===== src/serial_ext_pkg.sv =====
// Constants for the extended access and device control register bank
package serial_ext_pkg;

  // Clock and operation timing
  localparam int unsigned CLK_MHZ            = 250;
  localparam int unsigned NVM_WRITE_TIME_US  = 24000;
  localparam int unsigned NVM_READ_TIME_NS   = 2000;
  localparam int unsigned NVM_WRITE_CYCLES   = NVM_WRITE_TIME_US * CLK_MHZ;
  localparam int unsigned NVM_READ_CYCLES    = (NVM_READ_TIME_NS * CLK_MHZ) / 1000;
  localparam int unsigned SHADOW_CYCLES      = 1;
  localparam int unsigned TIMER_W            = 23;

  // Register byte offsets (most significant byte of each word)
  localparam logic [7:0] OFS_EXT_WRITE_ADDRESS        = 8'h02;
  localparam logic [7:0] OFS_EXT_WRITE_DATA_HIGH      = 8'h04;
  localparam logic [7:0] OFS_EXT_WRITE_DATA_LOW       = 8'h06;
  localparam logic [7:0] OFS_EXT_WRITE_CONTROL_STATUS = 8'h08;
  localparam logic [7:0] OFS_EXT_READ_ADDRESS         = 8'h0A;
  localparam logic [7:0] OFS_EXT_READ_CONTROL_STATUS  = 8'h0C;
  localparam logic [7:0] OFS_EXT_READ_DATA_HIGH       = 8'h0E;
  localparam logic [7:0] OFS_EXT_READ_DATA_LOW        = 8'h10;
  localparam logic [7:0] OFS_DEVICE_CONTROL           = 8'h1E;

  // Field positions
  localparam int unsigned START_BIT       = 15;
  localparam int unsigned IN_PROGRESS_BIT = 8;
  localparam int unsigned DONE_BIT        = 0;
  localparam int unsigned ACTION_MSB      = 15;
  localparam int unsigned ACTION_LSB      = 12;
  localparam int unsigned OVERRIDE_BIT    = 11;
  localparam int unsigned STATUS_CLR_BIT  = 10;
  localparam int unsigned WARN_CLR_BIT    = 9;
  localparam int unsigned ERROR_CLR_BIT   = 8;
  localparam int unsigned TRIGGER_MSB     = 7;

  // Address ranges
  localparam logic [7:0] WR_NVM_LO    = 8'h17;
  localparam logic [7:0] WR_NVM_HI    = 8'h2F;
  localparam logic [7:0] WR_SHADOW_LO = 8'h58;
  localparam logic [7:0] WR_SHADOW_HI = 8'h6F;
  localparam logic [7:0] RD_NVM_LO    = 8'h00;
  localparam logic [7:0] RD_NVM_HI    = 8'h1F;
  localparam logic [7:0] RD_SHADOW_LO = 8'h40;
  localparam logic [7:0] RD_SHADOW_HI = 8'h5F;

  // Action codes
  localparam logic [3:0] ACT_NONE        = 4'h0;
  localparam logic [3:0] ACT_MARGIN_LOW  = 4'h1;
  localparam logic [3:0] ACT_MARGIN_HIGH = 4'h2;
  localparam logic [3:0] ACT_TURNS_LOAD  = 4'h3;
  localparam logic [3:0] ACT_TURNS_RESET = 4'h4;
  localparam logic [3:0] ACT_NVM_RELOAD  = 4'h5;
  localparam logic [3:0] ACT_HARD_RESET  = 4'h7;
  localparam logic [3:0] ACT_TEST_SENSOR = 4'h9;
  localparam logic [3:0] ACT_TEST_LOGIC  = 4'hA;
  localparam logic [3:0] ACT_TEST_BOTH   = 4'hB;
  localparam logic [3:0] ACT_FORCE_FAULT = 4'hC;
  localparam logic [3:0] ACT_PW_RESAMPLE = 4'hD;
  localparam logic [3:0] ACT_PW_CLEAR    = 4'hE;
  localparam logic [3:0] ACT_PW_BOTH     = 4'hF;

  // Key bytes
  localparam logic [7:0] KEY_TURNS  = 8'h46;
  localparam logic [7:0] KEY_RELOAD = 8'hA5;
  localparam logic [7:0] KEY_RESET  = 8'h5A;
  localparam logic [7:0] KEY_TEST   = 8'hB9;
  localparam logic [7:0] KEY_FORCE  = 8'h67;

  // Action sequencer states
  typedef enum logic [0:0] {
    ACT_IDLE = 1'b0,
    ACT_BUSY = 1'b1
  } action_state_type;

endpackage


===== src/op_timer.sv =====
// Down-counting duration timer for one extended memory operation
`timescale 1ns/1ps
module op_timer (
  // Clock and reset
  input  wire logic                                sys_clk_in,
  input  wire logic                                reset_in,
  // Control
  input  wire logic                                start_in,
  input  wire logic [serial_ext_pkg::TIMER_W-1:0]  count_in,
  // Status
  output logic                                     busy_out,
  output logic                                     expired_out
);

  logic [serial_ext_pkg::TIMER_W-1:0] count_q;

  // Load on start, then count down to zero
  always_ff @(posedge sys_clk_in) begin
    if (reset_in) begin
      count_q <= '0;
    end else if (start_in) begin
      count_q <= count_in;
    end else if (count_q != '0) begin
      count_q <= count_q - 1'b1;
    end
  end

  // Expiry marks the last cycle of the run
  assign busy_out    = (count_q != '0);
  assign expired_out = (count_q == {{(serial_ext_pkg::TIMER_W-1){1'b0}}, 1'b1});

endmodule


===== src/serial_ext_regs.sv =====
// Extended write/read access and device control register bank
//
// Summary of operation
// Write address selects nonvolatile or shadow target
// Host loads both write data halves first
// Write start launches write, sets busy flag
// Write busy at bit 8, done at 0
// Read address selects nonvolatile or shadow source
// Read start launches read, sets busy flag
// Read busy at bit 8, done at 0
// Read result halves valid once done set
// Action field clears on completion except margining
// Margin codes honoured only while unlocked
// Turns load and reset need key 0x46
// Reload needs unlock and key 0xA5
// Hard reset needs unlock and key 0x5A
// Self-test codes need key 0xB9
// Fault forcing uses write data, key 0x67
// Pulse-width resample and clear codes
// Override bit forces serial output on MISO
// Status clear drops action and boot done
// Warning clear pulses, reads as zero
// Error clear pulses, reads as zero
// Trigger byte write-only, written after code
// Action done drops on trigger, rises after
// Start ignored while same operation running
`timescale 1ns/1ps
module serial_ext_regs #(
  parameter int unsigned WRITE_CYCLES = serial_ext_pkg::NVM_WRITE_CYCLES
) (
  // Clock and reset
  input  wire logic        sys_clk_in,
  input  wire logic        reset_in,
  // Register port
  input  wire logic [7:0]  reg_addr_in,
  input  wire logic        reg_wr_in,
  input  wire logic        reg_rd_in,
  input  wire logic [15:0] reg_wdata_in,
  output logic      [15:0] reg_rdata_out,
  // Memory access
  output logic             mem_write_req_out,
  output logic      [7:0]  mem_write_addr_out,
  output logic      [31:0] mem_write_data_out,
  output logic             mem_read_req_out,
  output logic      [7:0]  mem_read_addr_out,
  input  wire logic [31:0] mem_read_data_in,
  // Device actions
  input  wire logic        unlocked_in,
  input  wire logic        action_complete_in,
  input  wire logic        boot_complete_in,
  output logic             action_start_out,
  output logic      [3:0]  action_code_out,
  output logic             margin_low_out,
  output logic             margin_high_out,
  output logic             serial_output_override_out,
  output logic             action_done_flag_out,
  output logic             boot_done_flag_out,
  output logic             warning_clear_out,
  output logic             error_clear_out
);

  // ----------------------------------------------------------------
  // Storage and decode
  // ----------------------------------------------------------------

  logic [7:0]  write_addr_q;
  logic [15:0] write_word_upper_q;
  logic [15:0] write_word_lower_q;
  logic [7:0]  read_addr_q;
  logic [15:0] read_word_upper_q;
  logic [15:0] read_word_lower_q;
  logic        write_in_progress_flag_q;
  logic        write_done_flag_q;
  logic        read_in_progress_flag_q;
  logic        read_done_flag_q;
  logic [3:0]  action_select_q;
  logic        action_done_flag_q;
  logic        boot_done_flag_q;
  logic [15:0] rdata_q;
  serial_ext_pkg::action_state_type act_state_q;

  logic        wr_ctrl;
  logic        write_start;
  logic        read_start;
  logic        action_trigger;
  logic        write_expired;
  logic        read_expired;
  logic [3:0]  new_code;
  logic [7:0]  new_key;

  // Inclusive range test used for both address maps
  function automatic logic in_range(input logic [7:0] a, input logic [7:0] lo,
                                    input logic [7:0] hi);
    in_range = (a >= lo) && (a <= hi);
  endfunction

  // Key byte that arms each keyed code, zero for unkeyed codes
  function automatic logic [7:0] key_for(input logic [3:0] code);
    case (code)
      serial_ext_pkg::ACT_TURNS_LOAD,
      serial_ext_pkg::ACT_TURNS_RESET: key_for = serial_ext_pkg::KEY_TURNS;
      serial_ext_pkg::ACT_NVM_RELOAD:  key_for = serial_ext_pkg::KEY_RELOAD;
      serial_ext_pkg::ACT_HARD_RESET:  key_for = serial_ext_pkg::KEY_RESET;
      serial_ext_pkg::ACT_TEST_SENSOR,
      serial_ext_pkg::ACT_TEST_LOGIC,
      serial_ext_pkg::ACT_TEST_BOTH:   key_for = serial_ext_pkg::KEY_TEST;
      serial_ext_pkg::ACT_FORCE_FAULT: key_for = serial_ext_pkg::KEY_FORCE;
      default:                         key_for = 8'h00;
    endcase
  endfunction

  // Whether a control write with this code and byte starts an action
  function automatic logic trigger_ok(input logic [3:0] code, input logic [7:0] key,
                                      input logic unlocked);
    case (code)
      // unlock plus key
      serial_ext_pkg::ACT_NVM_RELOAD,
      serial_ext_pkg::ACT_HARD_RESET:  trigger_ok = unlocked && (key == key_for(code));
      // no key byte needed
      serial_ext_pkg::ACT_PW_RESAMPLE,
      serial_ext_pkg::ACT_PW_CLEAR,
      serial_ext_pkg::ACT_PW_BOTH:     trigger_ok = 1'b1;
      serial_ext_pkg::ACT_NONE,
      serial_ext_pkg::ACT_MARGIN_LOW,
      serial_ext_pkg::ACT_MARGIN_HIGH: trigger_ok = 1'b0;
      default:                         trigger_ok = (key_for(code) != 8'h00) &&
                                                    (key == key_for(code));
    endcase
  endfunction

  // Write strobes decoded from the byte offset
  assign wr_ctrl  = reg_wr_in && (reg_addr_in == serial_ext_pkg::OFS_DEVICE_CONTROL);
  assign new_code = reg_wdata_in[serial_ext_pkg::ACTION_MSB:serial_ext_pkg::ACTION_LSB];
  assign new_key  = reg_wdata_in[serial_ext_pkg::TRIGGER_MSB:0];
  // start ignored while busy
  assign write_start = reg_wr_in && reg_wdata_in[serial_ext_pkg::START_BIT] &&
                       (reg_addr_in == serial_ext_pkg::OFS_EXT_WRITE_CONTROL_STATUS) &&
                       !write_in_progress_flag_q;
  assign read_start  = reg_wr_in && reg_wdata_in[serial_ext_pkg::START_BIT] &&
                       (reg_addr_in == serial_ext_pkg::OFS_EXT_READ_CONTROL_STATUS) &&
                       !read_in_progress_flag_q;
  // trigger byte after code
  assign action_trigger = wr_ctrl && (act_state_q == serial_ext_pkg::ACT_IDLE) &&
                          trigger_ok(new_code, new_key, unlocked_in);

  // ----------------------------------------------------------------
  // Writable address and data registers
  // ----------------------------------------------------------------

  // address and R2 data halves
  always_ff @(posedge sys_clk_in) begin
    if (reset_in) begin
      write_addr_q       <= 8'h00;
      write_word_upper_q <= 16'h0000;
      write_word_lower_q <= 16'h0000;
      read_addr_q        <= 8'h00;
    end else if (reg_wr_in) begin
      case (reg_addr_in)
        serial_ext_pkg::OFS_EXT_WRITE_ADDRESS:   write_addr_q       <= reg_wdata_in[7:0];
        serial_ext_pkg::OFS_EXT_WRITE_DATA_HIGH: write_word_upper_q <= reg_wdata_in;
        serial_ext_pkg::OFS_EXT_WRITE_DATA_LOW:  write_word_lower_q <= reg_wdata_in;
        serial_ext_pkg::OFS_EXT_READ_ADDRESS:    read_addr_q        <= reg_wdata_in[7:0];
        default: begin
        end
      endcase
    end
  end

  // ----------------------------------------------------------------
  // Extended write and read sequencing
  // ----------------------------------------------------------------

  op_timer u_write_timer (
    .sys_clk_in  (sys_clk_in),
    .reset_in    (reset_in),
    .start_in    (write_start),
    .count_in    (in_range(write_addr_q, serial_ext_pkg::WR_NVM_LO, serial_ext_pkg::WR_NVM_HI)
                  ? serial_ext_pkg::TIMER_W'(WRITE_CYCLES)
                  : serial_ext_pkg::TIMER_W'(serial_ext_pkg::SHADOW_CYCLES)),
    .busy_out    (),
    .expired_out (write_expired)
  );

  // read source range sets fetch time
  op_timer u_read_timer (
    .sys_clk_in  (sys_clk_in),
    .reset_in    (reset_in),
    .start_in    (read_start),
    .count_in    (in_range(read_addr_q, serial_ext_pkg::RD_NVM_LO, serial_ext_pkg::RD_NVM_HI)
                  ? serial_ext_pkg::TIMER_W'(serial_ext_pkg::NVM_READ_CYCLES)
                  : serial_ext_pkg::TIMER_W'(serial_ext_pkg::SHADOW_CYCLES)),
    .busy_out    (),
    .expired_out (read_expired)
  );

  // write flags
  always_ff @(posedge sys_clk_in) begin
    if (reset_in) begin
      write_in_progress_flag_q <= 1'b0;
      write_done_flag_q        <= 1'b0;
    end else if (write_start) begin
      write_in_progress_flag_q <= 1'b1;
      write_done_flag_q        <= 1'b0;
    end else if (write_expired && write_in_progress_flag_q) begin
      write_in_progress_flag_q <= 1'b0;
      write_done_flag_q        <= 1'b1;
    end
  end

  // read flags and result capture
  always_ff @(posedge sys_clk_in) begin
    if (reset_in) begin
      read_in_progress_flag_q <= 1'b0;
      read_done_flag_q        <= 1'b0;
      read_word_upper_q       <= 16'h0000;
      read_word_lower_q       <= 16'h0000;
    end else if (read_start) begin
      read_in_progress_flag_q <= 1'b1;
      read_done_flag_q        <= 1'b0;
    end else if (read_expired && read_in_progress_flag_q) begin
      read_in_progress_flag_q <= 1'b0;
      read_done_flag_q        <= 1'b1;
      read_word_upper_q       <= mem_read_data_in[31:16];
      read_word_lower_q       <= mem_read_data_in[15:0];
    end
  end

  // Memory requests issued one cycle after an accepted start
  always_ff @(posedge sys_clk_in) begin
    if (reset_in) begin
      mem_write_req_out <= 1'b0;
      mem_read_req_out  <= 1'b0;
    end else begin
      mem_write_req_out <= write_start;
      mem_read_req_out  <= read_start;
    end
  end

  assign mem_write_addr_out = write_addr_q;
  assign mem_write_data_out = {write_word_upper_q, write_word_lower_q};
  assign mem_read_addr_out  = read_addr_q;

  // ----------------------------------------------------------------
  // Device control and coded actions
  // ----------------------------------------------------------------

  // field held until completion
  always_ff @(posedge sys_clk_in) begin
    if (reset_in) begin
      action_select_q <= serial_ext_pkg::ACT_NONE;
      act_state_q     <= serial_ext_pkg::ACT_IDLE;
    end else begin
      case (act_state_q)
        serial_ext_pkg::ACT_IDLE: begin
          if (wr_ctrl) begin
            action_select_q <= new_code;
          end
          if (action_trigger) begin
            act_state_q <= serial_ext_pkg::ACT_BUSY;
          end
        end
        serial_ext_pkg::ACT_BUSY: begin
          if (action_complete_in) begin
            action_select_q <= serial_ext_pkg::ACT_NONE;
            act_state_q     <= serial_ext_pkg::ACT_IDLE;
          end
        end
        default: act_state_q <= serial_ext_pkg::ACT_IDLE;
      endcase
    end
  end

  // launch pulse
  always_ff @(posedge sys_clk_in) begin
    if (reset_in) begin
      action_start_out <= 1'b0;
      action_code_out  <= 4'h0;
    end else begin
      action_start_out <= action_trigger;
      if (action_trigger) begin
        action_code_out <= new_code;
      end
    end
  end

  // margin modes need unlock
  always_ff @(posedge sys_clk_in) begin
    if (reset_in) begin
      margin_low_out  <= 1'b0;
      margin_high_out <= 1'b0;
    end else begin
      margin_low_out  <= unlocked_in && (action_select_q == serial_ext_pkg::ACT_MARGIN_LOW);
      margin_high_out <= unlocked_in && (action_select_q == serial_ext_pkg::ACT_MARGIN_HIGH);
    end
  end

  // serial output override
  always_ff @(posedge sys_clk_in) begin
    if (reset_in) begin
      serial_output_override_out <= 1'b0;
    end else if (wr_ctrl) begin
      serial_output_override_out <= reg_wdata_in[serial_ext_pkg::OVERRIDE_BIT];
    end
  end

  // done flags, set beats clear
  always_ff @(posedge sys_clk_in) begin
    if (reset_in) begin
      action_done_flag_q <= 1'b0;
      boot_done_flag_q   <= 1'b0;
    end else begin
      if (act_state_q == serial_ext_pkg::ACT_BUSY && action_complete_in) begin
        action_done_flag_q <= 1'b1;
      end else if (action_trigger) begin
        action_done_flag_q <= 1'b0;
      end else if (wr_ctrl && reg_wdata_in[serial_ext_pkg::STATUS_CLR_BIT]) begin
        action_done_flag_q <= 1'b0;
      end
      if (boot_complete_in) begin
        boot_done_flag_q <= 1'b1;
      end else if (wr_ctrl && reg_wdata_in[serial_ext_pkg::STATUS_CLR_BIT]) begin
        boot_done_flag_q <= 1'b0;
      end
    end
  end

  assign action_done_flag_out = action_done_flag_q;
  assign boot_done_flag_out   = boot_done_flag_q;

  // clear pulses to flag registers
  always_ff @(posedge sys_clk_in) begin
    if (reset_in) begin
      warning_clear_out <= 1'b0;
      error_clear_out   <= 1'b0;
    end else begin
      warning_clear_out <= wr_ctrl && reg_wdata_in[serial_ext_pkg::WARN_CLR_BIT];
      error_clear_out   <= wr_ctrl && reg_wdata_in[serial_ext_pkg::ERROR_CLR_BIT];
    end
  end

  // ----------------------------------------------------------------
  // Read-back
  // ----------------------------------------------------------------

  // Start, clear and trigger bits always return zero
  always_ff @(posedge sys_clk_in) begin
    if (reset_in) begin
      rdata_q <= 16'h0000;
    end else if (reg_rd_in) begin
      case (reg_addr_in)
        serial_ext_pkg::OFS_EXT_WRITE_ADDRESS:        rdata_q <= {8'h00, write_addr_q};
        serial_ext_pkg::OFS_EXT_WRITE_DATA_HIGH:      rdata_q <= write_word_upper_q;
        serial_ext_pkg::OFS_EXT_WRITE_DATA_LOW:       rdata_q <= write_word_lower_q;
        serial_ext_pkg::OFS_EXT_WRITE_CONTROL_STATUS:
          rdata_q <= {7'h00, write_in_progress_flag_q, 7'h00, write_done_flag_q};
        serial_ext_pkg::OFS_EXT_READ_ADDRESS:         rdata_q <= {8'h00, read_addr_q};
        serial_ext_pkg::OFS_EXT_READ_CONTROL_STATUS:
          rdata_q <= {7'h00, read_in_progress_flag_q, 7'h00, read_done_flag_q};
        serial_ext_pkg::OFS_EXT_READ_DATA_HIGH:       rdata_q <= read_word_upper_q;
        serial_ext_pkg::OFS_EXT_READ_DATA_LOW:        rdata_q <= read_word_lower_q;
        serial_ext_pkg::OFS_DEVICE_CONTROL:
          rdata_q <= {action_select_q, serial_output_override_out, 11'h000};
        default:                                      rdata_q <= 16'h0000;
      endcase
    end
  end

  assign reg_rdata_out = rdata_q;
endmodule


===== config.mk =====
export PLATFORM = sky130hd
export DESIGN_NAME = serial_ext_regs
export DESIGN_NICKNAME = d
export VERILOG_FILES = /design/src/serial_ext_pkg.sv /design/src/op_timer.sv /design/src/serial_ext_regs.sv
export SDC_FILE = /design/constraint.sdc
export NUM_CORES = 1
export LEC_CHECK = 0
export BUFFER_PORTS_ARGS = -buffer_cell sky130_fd_sc_hd__buf_2
export CORE_ASPECT_RATIO = 0.8
export CORE_MARGIN = 2
export CORE_UTILIZATION = 56
export CTS_BUF_LIST = sky130_fd_sc_hd__clkbuf_4 sky130_fd_sc_hd__clkbuf_8 sky130_fd_sc_hd__clkbuf_16
export CTS_CLUSTER_SIZE = 14
export DETAILED_ROUTE_END_ITERATION = 10
export GPL_TIMING_DRIVEN = 0
export MAX_ROUTING_LAYER = met4
export PLACE_DENSITY = 0.91
export SLEW_MARGIN = 30
export SYNTH_ARGS = -nofsm -noshare
export SYNTH_HDL_FRONTEND = slang
export SYNTH_SLANG_ARGS = --single-unit

===== constraint.sdc =====
create_clock -name sys_clk_in -period 3.5 [get_ports sys_clk_in]
set_clock_uncertainty 0.2 [all_clocks]
set_input_delay 0.525 -clock sys_clk_in [delete_from_list [all_inputs] [get_ports sys_clk_in]]
set_output_delay 0.525 -clock sys_clk_in [all_outputs]
set_load 0.01 [all_outputs]

==> results.txt, run 1 <==
Multi-input gate area: 3970 sq um
Skew-Pair Late Insertion Delay: 440 ps
status: finished, final reports clean
PostCTS Resize Cnt: 0
adder-cell area share of the yosys netlist: 2.33%
mux contribution to synthesized area: 3.36%
first-pass GRT wire length: 36.4 mm
pin count of the biggest net entering global routing: 17
Leak: 3.71 nW
CTS Buf Count: 17
xor/xnor share of the synthesized area: 4.66%
global-route track usage on met1: 44.8%
commonest non-fill, non-tap cell in the layout: nand2_1
logic gate share of total power: 27.1%
crit path DAT: 3190 ps
main area contributors after synthesis: dfxtp_1, nand2_1, a21oi_1
GRT Util Overall: 34.0%
synth unique cells: 55
Synth Area per Inst: 8.08 sq um
largest area contributor in the netlist: dfxtp_1
Slew Limit Fails: 0
worst hold path type: input pin to flip-flop
postcts setup bufs: 0
Worst Slack Setup Final: 484 ps
post-DR wirelength/cell: 18.7 microns
Post-DP Area: 8430 sq um
crit-path max cell delay: 780 ps
IO Count: 141
DRC errors left: 0
post-synthesis register bit count: 165
sequential share of power: 38.5%
gr ovfl total: 0
internal power: 3.96 mW
Sink Count: 165
Die W: 134 microns
antenna violations before repair: 4
main combinational cell family by area after synthesis: simple AND/OR/NAND/NOR gates
CP Launch Type: input pin
Post-Syn Area: 7520 sq um
gpl congestion: 1.01
CTS Hold Bufs: 0
root buf cell: clkbuf_16
pwr dens: 654 nW/um^2
die extent in y: 108 microns
most frequent cells in the layout: nand2_1, dfxtp_1, buf_2
Synth-to-Final Area Change: 20.7%
CP required: 3670 ps
CTS tree: yes
Worst-Margin Slew: 976 ps
Sw Pwr: 1.98 mW
Critical Path Sink Type: flip-flop
PortBufs: 138
Design Power: 5.94 mW
vias in the first global route: 6,995
Sequential cell area: 3300 sq um
final wirelength: 23.9 mm
post-synthesis compound-gate area fraction: 16.1%
first-iteration detailed-routing DRC count: 1,098
drt first pass iters: 7
via/cell ratio: 6.05
final setup TNS: 0 ps
Top Usage Layer GRT: met2
RSZ-0062 raised after global routing: false
Post-synth ARST share: 0%
worst-path fanout max: 10
Yosys warnings: 0
count of final hold-check violations: 0
HPWL after detailed placement: 17.4 mm
CP bufs+invs: 3
max-cap check violation count: 0
fmax: 332 MHz
remaining antenna violation count: 0
Syn Nets: 1,008
min Tclk post-route: 3020 ps
fin nets: 1,165
switching share of power: 33.4%
Reg clk slew, reported paths: 70 ps
clock power share: 34.4%
row cnt: 37
CP dominant cell by count: a21oi_1
Yosys top cell area share: 43.9%
Finished Cell Area: 9080 sq um
pre-CTS setup slack: 119 ps
Slew HR: 34.3%
Post-Syn Instances: 931
post-route clock period utilization: 86.2%
vias: 7,749
overall die area: 14,400 sq um
fillers: 985
worst-case vdd ir drop: 0.400 mV
Crit-path slowest cell: o41ai_1
critical path type: input pin to flip-flop
EDFF count, synth: 0
clk buf depth: 2
Initial Utilization: 57.8%
Min Hold Slack: 91.2 ps
core area: 13,000 sq um
H-tree depth: 4
kind of cell adding the most delay to the critical path: compound AO/OA/AOI/OAI gates
Synth Flop Type: dfxtp_1
M2 GR Usage: 50.9%
post-synthesis sequential area ratio: 43.9%
CP Cell Sequence: buf_2 -> clkbuf_1 -> inv_1 -> ha_1 -> nand2b_1 -> a21oi_1 -> o22ai_1 -> o41ai_1 -> nand2_1 -> a21oi_1
number of setup violations in the final report: 0
met3 Track Usage GR: 8.43%
simple-gate area share of the yosys netlist: 26.3%
fraction of layout cells with a size suffix above 1: 17.0%
==> logic make-up (layout without fill, tap and decap cells) <==
| group | after synthesis | in the layout |
|---|---|---|
| compound gates | 197 | 197 |
| xor+xnor | 40 | 40 |
| fa+ha+maj | 14 | 14 |
| buf+inv | 63 | 233 |
| flops | 165 | 165 |
| mux | 25 | 25 |
| other cells | 0 | 4 |
| simple gates | 427 | 427 |
==> sequential cells by signal, indices dropped and copies added, names as in the netlist, 4 cells and up <==
| register | flops |
|---|---|
| action_code_out | 4 |
| reg_rdata_out | 16 |
| action_select_q | 4 |
| read_word_upper_q | 16 |
| write_word_lower_q | 16 |
| write_word_upper_q | 16 |
| mem_write_addr_out | 8 |
| read_word_lower_q | 16 |
| mem_read_addr_out | 8 |
| u_write_timer.count_q | 23 |
| u_read_timer.count_q | 23 |
==> cells in the mapped netlist (all sizes together), types with 14 or more instances <==
library cell and number:
a22oi 20, dfxtp 165, nor4 18, nand2 181
xor2 22, a21oi 100, mux2i 23, nor3 24
nor2 99, nand3 16, ha 14, o21ai 23
nand2b 14, xnor2 18, clkbuf 40, or3 14
==> power groups by stage <==
stage | Clock (mW) | Combinational, mW | Sequential (mW)
global placement | 0 | 1.50 | 2.31
global route | 2.11 | 1.79 | 2.31
floorplan | 0 | 1.25 | 2.27
detailed placement | 0 | 1.56 | 2.31
CTS | 2.03 | 1.58 | 2.28
finish | 2.04 | 1.61 | 2.29
==> through the flow <==
| stage | util (%) | std cells |
|---|---|---|
| floorplan | - | 931 |
| global placement | 64.8 | 1244 |
| detailed placement | 64.8 | 1244 |
| CTS | 69.8 | 1276 |
| global route | 69.8 | 1280 |
| finish | 69.8 | 1280 |
==> layer usage <==
metal / part of all wire (%) / wire length, microns
met1: 40 / 9600
met4: 2.6 / 629
met3: 13 / 3220
met2: 44 / 10500
met5: 0 / 0
==> layout make-up <==
type                       count  share of cell area [%]
sequential                   165                    36.4
clock buffer                  17                    4.68
inverter                      12                   0.496
multi-input combinational    703                    43.7
tap                          175                    2.41
timing repair buffer         138                    7.60
clock inverter                15                    2.37
buffer                        51                    2.30
antenna                        4                   0.110
==> path summary, 6_finish.rpt <==
kind	start	to	slack [ps]	cells after the start
setup / recovery	reg_wdata_in[14]	act_state_q	480	10
hold / removal	boot_complete_in	boot_done_flag_out	90	3
setup reg to reg	u_read_timer.count_q[15]	read_word_upper_q[15]	550	8
hold reg to reg	read_word_upper_q[3]	read_word_upper_q[3]	260	2
==> tightest hold or removal path: stages <==
cell	delay, ps
buf_2	70
a21oi_1	30
nor2_1	70
Power figures use the tool's default switching activity.
==> run 2: changes to the inputs <==
--- a/config.mk
+++ b/config.mk
@@ -6,7 +6,6 @@
 export NUM_CORES = 1
 export LEC_CHECK = 0
 export BUFFER_PORTS_ARGS = -buffer_cell sky130_fd_sc_hd__buf_2
-export CORE_ASPECT_RATIO = 0.8
 export CORE_MARGIN = 2
 export CORE_UTILIZATION = 56
 export CTS_BUF_LIST = sky130_fd_sc_hd__clkbuf_4 sky130_fd_sc_hd__clkbuf_8 sky130_fd_sc_hd__clkbuf_16
==> run 2 against run 1 <==
Effect of this change:
- via count grew 1.2%
- sequential share of layout area grew 0.32 points
- flip-flop and latch count is the same
- total power shrank 4.0%
- non-clock buffer count is the same
- clock-buffer cell count is the same
- final cell count is essentially flat
- routed wire length shrank 2.4%
- first-iteration DRC count shrank 32%
- combinational power is essentially flat
- die area is essentially flat
- hold slack gained 0.62 ps
- largest cell class unchanged
- highest routed layer unchanged
==> results.txt, run 2 (synthesized netlist as in run 1, its figures left out) <==
vias in the first global route: 7,347 (was 6,995)
drt first pass iters: 7 (unchanged)
pin count of the biggest net entering global routing: 18 (was 17)
Leak: 3.67 nW (was 3.71 nW)
overall die area: 14,400 sq um (about the same)
Finished Layout Cells: 1,279 (was 1,280)
worst hold path type: input pin to flip-flop (unchanged)
Slew HR: 35.6% (was 34.3%)
via/cell ratio: 6.13 (was 6.05)
first-iteration detailed-routing DRC count: 745 (was 1,098)
Reg clk slew, reported paths: 70 ps (about the same)
Crit-path slowest cell: nor2_1 (was o41ai_1)
Die W: 120 microns (was 134 microns)
IO Count: 141 (unchanged)
post-DR wirelength/cell: 18.3 microns (was 18.7 microns)
GRT Util Overall: 33.5% (was 34.0%)
CTS tree: yes (unchanged)
Layout Utilization: 68.3% (was 69.8%)
FF-to-FF End: read_word_lower_q[12] (was read_word_upper_q[15])
crit-path max cell delay: 530 ps (was 780 ps)
most frequent cells in the layout: nand2_1, dfxtp_1, buf_2 (unchanged)
PostCTS Resize Cnt: 0 (unchanged)
r2r worst-path depth: 7 (was 8)
Worst-Margin Slew: 958 ps (was 976 ps)
Skew-Pair Late Insertion Delay: 440 ps (about the same)
CP Cell Sequence: buf_2 -> or3_1 -> clkbuf_1 -> or3_1 -> nor2_1 -> nand2_1 -> clkbuf_1 -> nand2_1 -> a21oi_1 (was buf_2 -> clkbuf_1 -> inv_1 -> ha_1 -> nand2b_1 -> a21oi_1 -> o22ai_1 -> o41ai_1 -> nand2_1 -> a21oi_1)
row cnt: 42 (was 37)
count of final hold-check violations: 0 (unchanged)
CP Launch Type: input pin (unchanged)
vias: 7,840 (was 7,749)
antenna violations before repair: 1 (was 4)
number of setup violations in the final report: 0 (unchanged)
RSZ-0062 raised after global routing: false (unchanged)
postcts setup bufs: 0 (unchanged)
fraction of layout cells with a size suffix above 1: 17.0% (unchanged)
hold path cells: 3 (unchanged)
CTS Hold Bufs: 0 (unchanged)
crit path DAT: 3050 ps (was 3190 ps)
FF-to-FF Start: u_read_timer.count_q[5] (was u_read_timer.count_q[15])
PortBufs: 138 (unchanged)
max-cap check violation count: 0 (unchanged)
first-pass GRT wire length: 36.8 mm (was 36.4 mm)
core area: 13,200 sq um (was 13,000 sq um)
worst-path fanout max: 10 (unchanged)
dpl cells: 1,245 (was 1,244)
CTS Buf Count: 17 (unchanged)
remaining antenna violation count: 0 (unchanged)
biggest regs: u_read_timer.count_q (23), u_write_timer.count_q (23) (unchanged)
Worst Hold Path EP: boot_done_flag_out (unchanged)
post-route clock period utilization: 84.4% (was 86.2%)
fin nets: 1,165 (unchanged)
pwr dens: 633 nW/um^2 (was 654 nW/um^2)
final wirelength: 23.3 mm (was 23.9 mm)
gpl congestion: 0.999 (was 1.01)
H-tree depth: 4 (unchanged)
Design Power: 5.70 mW (was 5.94 mW)
Critical Path Sink Type: flip-flop (unchanged)
worst-case vdd ir drop: 0.332 mV (was 0.400 mV)
final setup TNS: 0 ps (unchanged)
root buf cell: clkbuf_16 (unchanged)
clk buf depth: 2 (unchanged)
gr ovfl total: 0 (unchanged)
fmax: 338 MHz (was 332 MHz)
commonest non-fill, non-tap cell in the layout: nand2_1 (unchanged)
status: finished, final reports clean (unchanged)
HPWL after detailed placement: 16.9 mm (was 17.4 mm)
critical path type: input pin to flip-flop (unchanged)
critical hold path startpoint: boot_complete_in (unchanged)
Sink Count: 165 (unchanged)
die extent in y: 120 microns (was 108 microns)
Synth-to-Final Area Change: 19.7% (was 20.7%)
min Tclk post-route: 2960 ps (was 3020 ps)
r2r setup slk: 650 ps (was 550 ps)
CP required: 3600 ps (was 3670 ps)
DRC errors left: 0 (unchanged)
Initial Utilization: 57.0% (was 57.8%)
Slew Limit Fails: 0 (unchanged)
[run 2: critical path, delay by kind of cell]
kind | cells | cell delay, ps
simple gates | 5 | 1850
buf+inv | 3 | 590
compound gates | 1 | 80
[run 2: how the worst max path moves through the flow]
stage,from,cells past startpoint,endpoint,slack [ps]
final,reg_addr_in[5],9,write_word_upper_q[6],540
after global routing,reg_wdata_in[14],10,action_code_out[3],280
after CTS,reg_wdata_in[14],9,act_state_q,620
after detailed placement,reg_wdata_in[14],9,action_code_out[0],160
after global placement,reg_wdata_in[14],9,act_state_q,180
after floorplan,reg_wdata_in[14],8,action_done_flag_out,610
[run 2: cell type report]
| type | instances | area [sq um] |
|---|---|---|
| sequential | 165 | 3300 |
| antenna | 2 | 5.00 |
| buffer | 51 | 209 |
| clock buffer | 17 | 425 |
| fill | 1038 | 4190 |
| timing repair buffer | 138 | 691 |
| clock inverter | 15 | 139 |
| inverter | 12 | 45.0 |
| tap | 176 | 220 |
| multi-input combinational | 703 | 3970 |
[run 2: layer usage]
layer	share of wire [%]	GRT usage, %
met5	0	-
met4	4.3	16.9
met3	11	7.75
met2	46	52.6
met1	38	40.5
[run 2: metrics by stage]
stage               hold WS [ps]  setup WS (ps)  cell area [sq um]
finish                      91.8            544               9000
global route                 106            276               9000
CTS                         92.8            618               9000
detailed placement           250            158               8440
global placement             243            181               8440
floorplan                    232            615               7520
[run 2: power breakdown]
group,leakage [nW],total (mW),internal [mW],switching [mW]
Sequential,1.34,2.29,2.08,0.209
Combinational,2.06,1.63,0.663,0.962
Clock,0.270,1.79,0.938,0.849
Total,3.67,5.70,3.68,2.02
